--- src/rtl/trig_sync_pkg.sv ---
// Shared constants, types and helpers for the multi-board trigger synchroniser.
package trig_sync_pkg;

   // Clock timing: pclk runs at 20 MHz.
   localparam int CLK_PERIOD_NS = 50;
   localparam int US_NS = 1000;
   localparam int CYCLES_PER_US = US_NS / CLK_PERIOD_NS;

   // Fixed sync pulse of the forwarding master mode, a least time, rounded up.
   localparam int SYNC_PULSE_NS = 1000;
   localparam int SYNC_PULSE_CYCLES = (SYNC_PULSE_NS + CLK_PERIOD_NS - 1) / CLK_PERIOD_NS;
   localparam logic [5:0] SYNC_PULSE_LOAD = 6'(SYNC_PULSE_CYCLES);

   // Last value of the microsecond prescaler in the debouncer.
   localparam logic [4:0] PRESC_LAST = 5'(CYCLES_PER_US - 1);

   // Register byte offsets on the APB bus.
   localparam logic [7:0] OFS_CONFIG = 8'h00;
   localparam logic [7:0] OFS_DEBOUNCE = 8'h04;
   localparam logic [7:0] OFS_CC1_WIDTH = 8'h08;
   localparam logic [7:0] OFS_COMMAND = 8'h0c;
   localparam logic [7:0] OFS_STATUS = 8'h10;
   localparam logic [7:0] OFS_ACCEPT_CNT = 8'h14;
   localparam logic [7:0] OFS_IGNORE_CNT = 8'h18;

   // Values after reset.
   localparam logic [7:0] CONFIG_RESET = 8'h00;
   localparam logic [7:0] DEBOUNCE_RESET = 8'h01;
   localparam logic [15:0] CC1_WIDTH_RESET = 16'h0014;

   // Command register bit positions; each written one gives a single pulse.
   localparam int CMD_ARM_BIT = 0;
   localparam int CMD_DISARM_BIT = 1;
   localparam int CMD_SW_TRIG_BIT = 2;
   localparam int CMD_CLR_CNT_BIT = 3;

   // Values of trigger_source_select.
   typedef enum logic [2:0] {
      SRC_EXT = 3'h0,
      SRC_SW = 3'h1,
      SRC_MASTER_FWD = 3'h2,
      SRC_MASTER_CC1 = 3'h3,
      SRC_SLAVE = 3'h4
   } trig_src_t;

   // Configuration word: source in bits 2:0, then enable, level, detection, etc.
   typedef struct packed {
      logic cc1_low;
      logic use_sw;
      logic detect_trailing;
      logic level_low;
      logic trig_enable;
      trig_src_t src;
   } cfg_t;

   // Status word, bits 3:0.
   typedef struct packed {
      logic sync_level;
      logic sync_driving;
      logic pulse_busy;
      logic armed;
   } stat_t;

   // Acquisition control states, one-hot.
   typedef enum logic [2:0] {
      ACQ_IDLE = 3'b001,
      ACQ_ARMED = 3'b010,
      ACQ_PULSE = 3'b100
   } acq_state_t;

   // A programmed zero stands for the smallest legal value of one.
   function automatic logic [15:0] at_least_one(input logic [15:0] v);
      return (v == 16'h0000) ? 16'h0001 : v;
   endfunction

   // Merges the two low byte lanes of a write under their strobes.
   function automatic logic [15:0] lane_merge(input logic [15:0] old_v,
                                              input logic [15:0] new_v,
                                              input logic [1:0] strb);
      logic [15:0] r;
      r = old_v;
      if (strb[0]) begin
         r[7:0] = new_v[7:0];
      end
      if (strb[1]) begin
         r[15:8] = new_v[15:8];
      end
      return r;
   endfunction

endpackage

--- src/rtl/trig_debounce.sv ---
// Glitch filter for the isolated external trigger level.
`timescale 1ns/100ps
module trig_debounce
   import trig_sync_pkg::*;
(
   input wire logic pclk,
   input wire logic presetn,
   input wire logic level_in,
   input wire logic [7:0] window_us,
   output logic level_out
);

   logic [4:0] presc_reg; // Cycles within the current microsecond.
   logic [7:0] us_cnt_reg; // Whole microseconds the input has differed.
   logic level_reg; // Filtered level.
   logic [15:0] window_full; // Window with zero mapped to one.
   logic [7:0] window_eff; // Effective window in microseconds.

   assign window_full = at_least_one({8'h00, window_us});
   assign window_eff = window_full[7:0];
   assign level_out = level_reg;

   // Time how long the input has differed from the filtered level; any return
   // to the old level restarts the count, so short pulses never pass.
   always_ff @(posedge pclk or negedge presetn) begin
      if (!presetn) begin
         presc_reg <= 5'h00;
         us_cnt_reg <= 8'h00;
      end else if (level_in == level_reg) begin
         presc_reg <= 5'h00;
         us_cnt_reg <= 8'h00;
      end else if (presc_reg == PRESC_LAST) begin
         presc_reg <= 5'h00;
         us_cnt_reg <= us_cnt_reg + 8'h01;
      end else begin
         presc_reg <= presc_reg + 5'h01;
      end
   end

   // Accept the new level once it has held for the whole window.
   always_ff @(posedge pclk or negedge presetn) begin
      if (!presetn) begin
         level_reg <= 1'b0;
      end else if (level_in != level_reg && presc_reg == PRESC_LAST &&
                   us_cnt_reg + 8'h01 >= window_eff) begin
         level_reg <= level_in;
      end
   end

endmodule

--- src/rtl/board_trigger_sync.sv ---
// Multi-board trigger synchroniser with APB registers, CC1 pulse and sync line.
`timescale 1ns/100ps
// Contract
// - Triggered board masters the line; others slave.
// - Master trigger from external or software.
// - Forwarding mode passes raw trigger, unqualified; the code still gates it with the trigger enable.
// - Forwarded pulse has fixed polarity and duration.
// - Forwarding delay from trigger under 25 ns; the code takes three pclk cycles (150 ns) from pin to sync_out.
// - Copy mode copies CC1 after trigger accepted.
// - Copy mode decides accept or ignore within 1 us.
// - Sync copy follows CC1 within 25 ns.
// - Master still applies enable, detection, level.
// - Slave triggers from sync, ignores own settings.
// - Started slave waits armed for master signal.
// - Slaves start within about 0.8 us.
// - Debounce window 1 to 255 us, zero means 1.
// - CC1 is a driven camera control output.
module board_trigger_sync
   import trig_sync_pkg::*;
(
   input wire logic pclk,
   input wire logic presetn,
   input wire logic psel,
   input wire logic penable,
   input wire logic pwrite,
   input wire logic [7:0] paddr,
   input wire logic [31:0] pwdata,
   input wire logic [3:0] pstrb,
   output logic [31:0] prdata,
   output logic pready,
   output logic pslverr,
   input wire logic ext_trig_in,
   input wire logic sync_in,
   output logic sync_out,
   output logic sync_oe_n,
   output logic cc1_out,
   output logic acq_start
);

   // Software-visible state.
   cfg_t config_reg; // Source select and trigger qualification settings.
   logic [7:0] debounce_reg; // Debounce window in microseconds.
   logic [15:0] cc1_width_reg; // CC1 pulse length in clock cycles.
   logic [15:0] accept_cnt_reg; // Triggers that started an acquisition.
   logic [15:0] ignore_cnt_reg; // Triggers that were turned away.
   logic [31:0] prdata_reg; // Read data, captured in the setup phase.

   // Pin synchronisers; only the second stage is read by logic.
   logic ext_meta_reg;
   logic ext_sync_reg;
   logic sync_meta_reg;
   logic sync_line_reg;

   // Edge history.
   logic raw_prev_reg; // Previous undebounced trigger level.
   logic deb_prev_reg; // Previous debounced trigger level.
   logic sync_prev_reg; // Previous sync line level.

   // Acquisition and output state.
   acq_state_t state_reg;
   acq_state_t state_next;
   logic [15:0] cc1_cnt_reg; // Cycles of CC1 pulse already driven.
   logic [5:0] fwd_cnt_reg; // Remaining cycles of the forwarded pulse.
   logic [5:0] fwd_next;
   logic cc1_reg;
   logic sync_out_reg;
   logic sync_oe_n_reg;
   logic acq_start_reg;

   // Combinational terms.
   logic wr_access; // Write takes effect in this cycle.
   logic rd_setup; // Read request in its setup cycle.
   logic addr_mapped; // Address hits a register.
   logic cmd_write; // Command register written with lane 0 enabled.
   logic arm_cmd;
   logic disarm_cmd;
   logic sw_trig;
   logic clr_cnt;
   logic ext_level; // Isolated trigger after level inversion.
   logic deb_level; // Debounced trigger level.
   logic ext_event; // Qualified external trigger event.
   logic raw_event; // Leading edge for forwarding, gated only by the enable.
   logic sync_rise; // Assertion seen on the sync line.
   logic is_master;
   logic trig_event; // Trigger offered to the acquisition logic.
   logic fwd_event; // Trigger to forward in the forwarding mode.
   logic accept; // Trigger starts an acquisition.
   logic cc1_active; // CC1 asserted in the next cycle.
   logic [15:0] width_eff; // CC1 width with zero mapped to one.
   stat_t status;

   // The slave always answers in the access phase; no wait states.
   assign pready = 1'b1;
   assign wr_access = psel && penable && pwrite;
   assign rd_setup = psel && !penable && !pwrite;
   assign pslverr = psel && penable && !addr_mapped;
   assign prdata = prdata_reg;
   assign cmd_write = wr_access && (paddr == OFS_COMMAND) && pstrb[0];
   assign arm_cmd = cmd_write && pwdata[CMD_ARM_BIT];
   assign disarm_cmd = cmd_write && pwdata[CMD_DISARM_BIT];
   assign sw_trig = cmd_write && pwdata[CMD_SW_TRIG_BIT];
   assign clr_cnt = cmd_write && pwdata[CMD_CLR_CNT_BIT];

   // Address decode for the error answer to reads and writes.
   always_comb begin
      if (paddr == OFS_CONFIG) begin
         addr_mapped = 1'b1;
      end else if (paddr == OFS_DEBOUNCE || paddr == OFS_CC1_WIDTH) begin
         addr_mapped = 1'b1;
      end else if (paddr == OFS_COMMAND || paddr == OFS_STATUS) begin
         addr_mapped = 1'b1;
      end else if (paddr == OFS_ACCEPT_CNT || paddr == OFS_IGNORE_CNT) begin
         addr_mapped = 1'b1;
      end else begin
         addr_mapped = 1'b0;
      end
   end

   // Configuration writes honour the byte strobes of the low lanes.
   always_ff @(posedge pclk or negedge presetn) begin
      if (!presetn) begin
         config_reg <= cfg_t'(CONFIG_RESET);
         debounce_reg <= DEBOUNCE_RESET;
         cc1_width_reg <= CC1_WIDTH_RESET;
      end else if (wr_access) begin
         if (paddr == OFS_CONFIG) begin
            config_reg <= pstrb[0] ? cfg_t'(pwdata[7:0]) : config_reg;
         end else if (paddr == OFS_DEBOUNCE) begin
            debounce_reg <= pstrb[0] ? pwdata[7:0] : debounce_reg;
         end else if (paddr == OFS_CC1_WIDTH) begin
            cc1_width_reg <= lane_merge(cc1_width_reg, pwdata[15:0], pstrb[1:0]);
         end
      end
   end

   // Read data is latched in the setup cycle so it is steady for the access.
   // Unmapped addresses and the write-only command register read as zero.
   always_ff @(posedge pclk or negedge presetn) begin
      if (!presetn) begin
         prdata_reg <= 32'h0000_0000;
      end else if (rd_setup) begin
         if (paddr == OFS_CONFIG) begin
            prdata_reg <= {24'h00_0000, config_reg};
         end else if (paddr == OFS_DEBOUNCE) begin
            prdata_reg <= {24'h00_0000, debounce_reg};
         end else if (paddr == OFS_CC1_WIDTH) begin
            prdata_reg <= {16'h0000, cc1_width_reg};
         end else if (paddr == OFS_STATUS) begin
            prdata_reg <= {28'h000_0000, status};
         end else if (paddr == OFS_ACCEPT_CNT) begin
            prdata_reg <= {16'h0000, accept_cnt_reg};
         end else if (paddr == OFS_IGNORE_CNT) begin
            prdata_reg <= {16'h0000, ignore_cnt_reg};
         end else begin
            prdata_reg <= 32'h0000_0000;
         end
      end
   end

   // Both pins come from outside the clock domain: two flops each.
   always_ff @(posedge pclk or negedge presetn) begin
      if (!presetn) begin
         ext_meta_reg <= 1'b0;
         ext_sync_reg <= 1'b0;
         sync_meta_reg <= 1'b0;
         sync_line_reg <= 1'b0;
      end else begin
         ext_meta_reg <= ext_trig_in;
         ext_sync_reg <= ext_meta_reg;
         sync_meta_reg <= sync_in;
         sync_line_reg <= sync_meta_reg;
      end
   end

   // Level setting inverts an active-low trigger before any detection.
   assign ext_level = ext_sync_reg ^ config_reg.level_low;

   trig_debounce u_debounce (
      .pclk(pclk),
      .presetn(presetn),
      .level_in(ext_level),
      .window_us(debounce_reg),
      .level_out(deb_level)
   );

   // Edge history for trigger, debounced trigger and sync line.
   always_ff @(posedge pclk or negedge presetn) begin
      if (!presetn) begin
         raw_prev_reg <= 1'b0;
         deb_prev_reg <= 1'b0;
         sync_prev_reg <= 1'b0;
      end else begin
         raw_prev_reg <= ext_level;
         deb_prev_reg <= deb_level;
         sync_prev_reg <= sync_line_reg;
      end
   end

   // Enable and edge detection qualify the debounced trigger.
   always_comb begin
      if (config_reg.detect_trailing) begin
         ext_event = config_reg.trig_enable && !deb_level && deb_prev_reg;
      end else begin
         ext_event = config_reg.trig_enable && deb_level && !deb_prev_reg;
      end
   end

   // The forwarding path skips debounce and acquisition state on purpose.
   assign raw_event = config_reg.trig_enable && ext_level && !raw_prev_reg;
   assign sync_rise = sync_line_reg && !sync_prev_reg;
   assign is_master = (config_reg.src == SRC_MASTER_FWD) ||
                      (config_reg.src == SRC_MASTER_CC1);

   // Pick the trigger that drives this board's acquisition.
   always_comb begin
      case (config_reg.src)
         SRC_SW: trig_event = sw_trig;
         SRC_MASTER_FWD, SRC_MASTER_CC1: begin
            trig_event = config_reg.use_sw ? sw_trig : ext_event;
         end
         SRC_SLAVE: trig_event = sync_rise;
         default: trig_event = ext_event;
      endcase
   end

   assign fwd_event = config_reg.use_sw ? sw_trig : raw_event;

   // A trigger is used only while armed; the decision is made in the same
   // cycle the event is seen, far inside one microsecond.
   assign accept = (state_reg == ACQ_ARMED) && trig_event && !disarm_cmd;
   assign width_eff = at_least_one(cc1_width_reg);

   // Acquisition control: armed waits for a trigger, pulse drives CC1.
   always_comb begin
      state_next = state_reg;
      case (state_reg)
         ACQ_IDLE: begin
            if (arm_cmd) begin
               state_next = ACQ_ARMED;
            end
         end
         ACQ_ARMED: begin
            if (disarm_cmd) begin
               state_next = ACQ_IDLE;
            end else if (accept) begin
               state_next = ACQ_PULSE;
            end
         end
         ACQ_PULSE: begin
            if (cc1_cnt_reg + 16'h0001 >= width_eff) begin
               state_next = ACQ_IDLE;
            end
         end
         default: state_next = ACQ_IDLE;
      endcase
   end

   // State register.
   always_ff @(posedge pclk or negedge presetn) begin
      if (!presetn) begin
         state_reg <= ACQ_IDLE;
      end else begin
         state_reg <= state_next;
      end
   end

   // Count the cycles of the CC1 pulse.
   always_ff @(posedge pclk or negedge presetn) begin
      if (!presetn) begin
         cc1_cnt_reg <= 16'h0000;
      end else if (state_reg == ACQ_PULSE) begin
         cc1_cnt_reg <= cc1_cnt_reg + 16'h0001;
      end else begin
         cc1_cnt_reg <= 16'h0000;
      end
   end

   assign cc1_active = (state_next == ACQ_PULSE);

   // Forwarded pulse: fixed length, retriggers during it are dropped.
   always_comb begin
      if (fwd_cnt_reg != 6'h00) begin
         fwd_next = fwd_cnt_reg - 6'h01;
      end else if (fwd_event && config_reg.src == SRC_MASTER_FWD) begin
         fwd_next = SYNC_PULSE_LOAD;
      end else begin
         fwd_next = 6'h00;
      end
   end

   // Forward pulse counter.
   always_ff @(posedge pclk or negedge presetn) begin
      if (!presetn) begin
         fwd_cnt_reg <= 6'h00;
      end else begin
         fwd_cnt_reg <= fwd_next;
      end
   end

   // CC1 and the sync copy load from the same term on the same edge, so
   // their skew is zero cycles; only board routing separates them.
   always_ff @(posedge pclk or negedge presetn) begin
      if (!presetn) begin
         cc1_reg <= 1'b0;
         sync_out_reg <= 1'b0;
         sync_oe_n_reg <= 1'b1;
         acq_start_reg <= 1'b0;
      end else begin
         cc1_reg <= cc1_active ^ config_reg.cc1_low;
         if (config_reg.src == SRC_MASTER_CC1) begin
            sync_out_reg <= cc1_active ^ config_reg.cc1_low;
         end else if (config_reg.src == SRC_MASTER_FWD) begin
            sync_out_reg <= (fwd_next != 6'h00);
         end else begin
            sync_out_reg <= 1'b0;
         end
         sync_oe_n_reg <= !is_master;
         acq_start_reg <= accept;
      end
   end

   // Event counters; a clear loses to a simultaneous count only by one.
   always_ff @(posedge pclk or negedge presetn) begin
      if (!presetn) begin
         accept_cnt_reg <= 16'h0000;
         ignore_cnt_reg <= 16'h0000;
      end else begin
         if (accept) begin
            accept_cnt_reg <= clr_cnt ? 16'h0001 : accept_cnt_reg + 16'h0001;
         end else if (clr_cnt) begin
            accept_cnt_reg <= 16'h0000;
         end
         if (trig_event && !accept) begin
            ignore_cnt_reg <= clr_cnt ? 16'h0001 : ignore_cnt_reg + 16'h0001;
         end else if (clr_cnt) begin
            ignore_cnt_reg <= 16'h0000;
         end
      end
   end

   // Status view of the block's own state.
   always_comb begin
      status.armed = (state_reg == ACQ_ARMED);
      status.pulse_busy = (state_reg == ACQ_PULSE);
      status.sync_driving = !sync_oe_n_reg;
      status.sync_level = sync_line_reg;
   end

   assign sync_out = sync_out_reg;
   assign sync_oe_n = sync_oe_n_reg;
   assign cc1_out = cc1_reg;
   assign acq_start = acq_start_reg;

endmodule

--- config.mk ---
export PLATFORM = sky130hd
export DESIGN_NAME = board_trigger_sync
export DESIGN_NICKNAME = d
export VERILOG_FILES = /design/src/rtl/trig_sync_pkg.sv /design/src/rtl/trig_debounce.sv /design/src/rtl/board_trigger_sync.sv
export SDC_FILE = /design/constraint.sdc
export NUM_CORES = 1
export LEC_CHECK = 0
export ABC_CLOCK_PERIOD_IN_PS = 8000
export BUFFER_PORTS_ARGS = -buffer_cell sky130_fd_sc_hd__buf_4
export CORE_UTILIZATION = 63
export DETAILED_ROUTE_END_ITERATION = 12
export PLACE_DENSITY = 0.86
export SLEW_MARGIN = 15
export SYNTH_ARGS = -nofsm -noshare
export SYNTH_HDL_FRONTEND = slang
export SYNTH_SLANG_ARGS = --single-unit
export TNS_END_PERCENT = 1
--- constraint.sdc ---
create_clock -name pclk -period 8 [get_ports pclk]
set_clock_uncertainty 0.1 [all_clocks]
set_input_delay 0 -clock pclk [delete_from_list [all_inputs] [get_ports pclk]]
set_output_delay 0 -clock pclk [all_outputs]
set_load 0.01 [all_outputs]
## After elaboration in Yosys (flattened, before gate mapping)

Index checks and enable logic that the tools add are counted.

- Register bits: 146
- Input port bits: 51
- Output and inout bits: 38
- Word-level logic and storage cells: 145

- Add/subtract/negate cells: 6
- Magnitude comparators: 2
- Eq/ne operators: 17
- Muxes and demuxes: 35
- Bitwise logic cells: 4
- Reduce and logical (&&, ||, !) cells: 52

Operator list:

| cell | count |
|---|---|
| 16-bit two-way mux | 13 |
| 16-bit by 1-bit adder with 16-bit output, second input constant | 3 |
| 8-bit by 5-bit equality test with 1-bit output, second input constant | 3 |
| 1-bit logical AND | 24 |
| 8-bit two-way mux | 3 |
| 8-bit by 4-bit equality test with 1-bit output, second input constant | 2 |
| 16-bit >= comparator | 1 |
| 16-bit zero test | 1 |
| 8-bit zero test | 2 |
| 5-bit two-way mux | 3 |
| 3-bit two-way mux | 4 |
| 6-bit nonzero test | 2 |
| 1-bit zero test | 11 |
| 5-bit AND reduction | 2 |
| 3-bit by 2-bit equality test with 1-bit output, second input constant | 3 |
| 3-bit equality test, second input constant | 3 |
| 1-bit two-way mux | 9 |
| 3-bit case mux with 3 select lines | 1 |
| 8-bit by 1-bit adder with 8-bit output, second input constant | 1 |
| 8-bit by 3-bit equality test with 1-bit output, second input constant | 1 |
| 8-bit >= comparator | 1 |
| 3-bit by 1-bit equality test with 1-bit output, second input constant | 2 |
| 6-bit two-way mux | 1 |
| 2-bit nonzero test | 3 |
| other kinds (12) | 17 |

## Longest topological paths before layout

- Depth after elaboration: 15
- Gate-level depth with buffers: 12
- Depth with buffers taken out: 12

## Hierarchy

A second synthesis with hierarchy kept.

- Cell total of the unflattened synthesis: 717
- Area total of the unflattened synthesis: 7,135.6 sq um

Modules (own cells, without submodules):

| module | times used | cells an instance | area each (sq um) | sequential area each (sq um) |
|---|---|---|---|---|
| board_trigger_sync | 1 | 617 | 6,172.2 | 2,909.0 |
| trig_debounce | 1 | 100 | 963.4 | 350.3 |

## Least setup slack after synthesis

OpenSTA, ideal clock, no wires.

- Kind: register to register
- From: register cc1_cnt_reg[2]
- To: register sync_out_reg, in the netlist sync_out
- Arrival: 2.445 ns
- Setup slack: 5.367 ns
- Cell stages (with the launch flop): 13
- Cells stage by stage: dfrtp_1 and3_1 and3_1 nand3_1 nor2_1 xor2_1 ha_1 a211oi_1 nor2_1 a2111oi_0 a21oi_1 nand4b_1 nor3b_1

- Longest elaborated chain between the ends: 7

Ends and longest elaborated chain:

| element | RTL line | source |
|---|---|---|
| start: declaration | board_trigger_sync.sv:62 | `logic [15:0] cc1_cnt_reg;` |
| start signal: assignment | board_trigger_sync.sv:272 | `cc1_cnt_reg <= cc1_cnt_reg + 16'h0001;` |
| 16-bit by 1-bit adder with 16-bit output | board_trigger_sync.sv:250 | `if (cc1_cnt_reg + 16'h0001 >= width_eff) begin` |
| 16-bit >= comparator | board_trigger_sync.sv:250 |  |
| 3-bit two-way mux | board_trigger_sync.sv:250 |  |
| 3-bit case mux with 3 select lines | board_trigger_sync.sv:236 | `case (state_reg)` |
| 3-bit equality test | board_trigger_sync.sv:278 | `assign cc1_active = (state_next == ACQ_PULSE);` |
| 1-bit XOR | board_trigger_sync.sv:311 | `sync_out_reg <= cc1_active ^ config_reg.cc1_low;` |
| 1-bit two-way mux | board_trigger_sync.sv:310 | `if (config_reg.src == SRC_MASTER_CC1) begin` |
| end signal: assignment | board_trigger_sync.sv:311 |  |
| end signal: assignment | board_trigger_sync.sv:313 | `sync_out_reg <= (fwd_next != 6'h00);` |
| end: declaration | board_trigger_sync.sv:66 | `logic sync_out_reg;` |

Every way passes these cells.
A chain may end at the register's enable or synchronous reset.

## Worst setup path after layout

- From: register cc1_cnt_reg[0]
- To: register sync_out_reg, in the netlist sync_out

Same word-level chain as after synthesis.

==> flow_metrics.py <==
metrics = {
    "run_status": {
        "status": "finished clean",
    },
    "floorplanning": {
        "ios": 89,
        "die_area_sq_um": 11600,
        "rows": 38,
        "start_util_pct": 64.7,
        "coreArea_sq_um": 10800,
        "die-height_microns": 108,
        "dieWidth_microns": 108,
    },
    "cts": {
        "clk_path_buf_depth": 2,
        "h-tree-depth": 4,
        "clock-root-buffer": "clkbuf_8",
        "clock-sinks": 130,
        "numCtsBuffers": 17,
        "cts_resized": 0,
        "clock_latency_ns": 0.54,
        "cts_tree": "yes",
        "clk_pin_slew_worst_paths_ns": 0.06,
    },
    "hold_path": {
        "whs_path_depth": 2,
        "min_from": "sync_in",
        "hold_class": "in -> reg",
        "whs_endpoint": "sync_meta_reg",
    },
    "global_routing": {
        "grt_overflow_total": 0,
        "grt_use_total_pct": 34.3,
        "grt_pass1_vias": 6087,
        "grt_max_degree": 87,
        "antenna_found_initial": 0,
        "grt_pass1_wl_microns": 29800,
    },
    "timing": {
        "period_minus_slack_ns": 3.27,
        "hold_viol": 0,
        "finalSetupTns_ns": 0,
        "slew_violations": 0,
        "whs_ns": 0.0199,
        "slew_headroom_pct": 18.5,
        "finalCritPeriodShare_pct": 40.9,
        "rsz0062_at_grt": "false",
        "worstMarginPinSlew_ns": 1.21,
        "max_freq_ghz": 0.306,
        "setup_viol_count_final": 0,
    },
    "place": {
        "dpl_cell_area_sq_um": 7480,
        "dp_hpwl_microns": 12400,
        "gp_congestion": 0.900,
        "portBuffers": 53,
    },
    "route": {
        "drc": 0,
        "dr.pass1.iters": 5,
        "ant_nets": 0,
        "viasPerCell": 6.38,
        "route.detailed.wl_per_inst_microns": 19.8,
        "wl_microns": 18800,
        "drt_iter0_markers": 654,
        "num_vias": 6033,
    },
    "pwr": {
        "total_power_mw": 1.63,
        "irDropWorstVdd_mv": 0.150,
        "cellPowerDensity_nw_per_um2": 191,
        "leakagePower_nw": 3.89,
    },
    "finish": {
        "nFillCells": 643,
        "fin_nets": 875,
        "fin_util_pct": 78.5,
        "diodes": 0,
        "final_cell_mix": "125 x dfrtp_1, 61 x nor2_1, 56 x buf_4, 52 x nand2_1, 41 x dlygate4sd3_1",
        "seq_area_sq_um": 3260,
        "multi_input_area_sq_um": 3500,
        "finish.instance_area_sq_um": 8510,
        "area_delta_synth_final_pct": 21.3,
        "drive_gt1_share_pct": 17.9,
        "mostFrequentLayoutCell": "dfrtp_1",
    },
    "critical_path": {
        "end_kind": "register",
        "r2r-end": "sync_out",
        "criticalPathCategory": "reg -> reg",
        "cp.required_ns": 8.34,
        "reg2reg_depth": 12,
        "startpoint_type": "register",
        "timing.rr.start": "cc1_cnt_reg[0]",
        "cp_max_fo": 5,
        "cp.arrival_ns": 3.61,
        "reg2reg_slack_ns": 4.73,
    },
    "synthesis": {
        "synth.avg_cell_area_sq_um": 10.1,
        "ys_seq_area_share_pct": 46.5,
        "synthCells": 698,
        "ys_warn_count": 0,
        "synth_edf_count": 0,
        "synth_area_sq_um": 7020,
        "synth_ff_type": "dfrtp_1",
        "synthArstFlopShare_pct": 100,
        "synth_cell_types": 59,
        "ys_seq_elements": 130,
    },
    "flow_run": {
        "max_cap_violations": 0,
    },
}
## kinds of logic after synthesis
logic type	share of synthesized area, %
flip-flops	46.5
other	0.107
XOR/XNOR	6.87
AO/OA/AOI/OAI	10.3
AND/OR/NAND/NOR	20.4
multiplexers	5.19
buffers and inverters	5.14
adder cells (fa/ha/maj)	5.53
## report_power, final
part | switching (mW) | internal, mW
sequential | 0.0290 | 0.688
combinational | 0.0880 | 0.0714
clock | 0.284 | 0.466
## final cells by class
type	instances	area share [%]
multi-input cells	506	41.1
well taps	140	2.06
clock buffers	22	5.44
repair buffers	99	10.1
clock inverters	10	1.25
inverters	39	1.72
flip-flops and latches	130	38.3
## critical path: stages (launching register included)
cell and delay (ns):
dfrtp_1 0.43, ha_1 0.26, and3_1 0.26, and3_1 0.24, nand3_1 0.11, xnor2_1 0.24
ha_1 0.29, o21ai_0 0.16, nor2_1 0.08, a2111oi_0 0.44, a21oi_1 0.18, nand4b_1 0.14
nor3b_1 0.22
## what timing repair did
| action | in CTS | in global routing |
|---|---|---|
| endpoints found under the hold margin | 100 | 0 |
| hold buffers | 42 | 0 |
| buffers inserted | 0 | 0 |
## worst max path at each step
stage / endpoint / slack (ns) / startpoint / depth (start not counted)
global placement: ignore_cnt_reg[14] / 5.01 / config_reg[5] / 6
floorplan: sync_out / 5.37 / cc1_cnt_reg[2] / 12
global route: sync_out / 4.63 / cc1_cnt_reg[2] / 12
CTS: sync_out / 4.81 / cc1_cnt_reg[0] / 12
detailed placement: ignore_cnt_reg[14] / 4.95 / u_debounce.level_out / 6
finish: sync_out / 4.73 / cc1_cnt_reg[0] / 12
## stage by stage
stage | cells | setup WS (ns)
5_1_grt | 946 | 4.63
4_1_cts | 946 | 4.81
2_1_floorplan | 713 | 5.37
6_report | 946 | 4.73
3_5_place_dp | 872 | 4.95
3_3_place_gp | 872 | 5.01
## per-layer routing
| layer | global-route usage, % | part of all wire, % | vias to the layer above |
|---|---|---|---|
| li1 | - | - | 2668 |
| met1 | 40.0 | 38 | 2960 |
| met2 | 58.2 | 50 | 333 |
| met3 | 8.47 | 8.3 | 72 |
| met4 | 18.5 | 4.4 | 0 |
| met5 | 0 | 0 | - |
## synth_stat cells (all sizes together), types with 4 or more instances
cell,number,area share [%]
ha,31,5.5
dfrtp,125,45
a222oi,12,1.7
and2,14,1.2
xor2,19,2.4
a21oi,9,0.64
nor2b,5,0.45
a211oi,5,0.54
a22oi,9,0.96
xnor2,36,4.5
buf,18,2.0
mux2i,6,0.86
nor3,20,1.5
and3,14,1.2
clkbuf,20,1.1
dfstp,5,1.9
o21ai,27,1.9
inv,39,2.1
a22o,4,0.50
a31oi,12,1.1
nand3,26,1.9
nand2,52,2.8
o21a,4,0.43
mux2,27,4.3
nor4,24,2.5
or3,7,0.62
or4,4,0.48
nor2,63,3.4
or3b,5,0.62
nand4,14,1.6
a221oi,4,0.50
nor3b,4,0.43
and4,4,0.50
No activity file was read; power rests on OpenSTA's default activity.
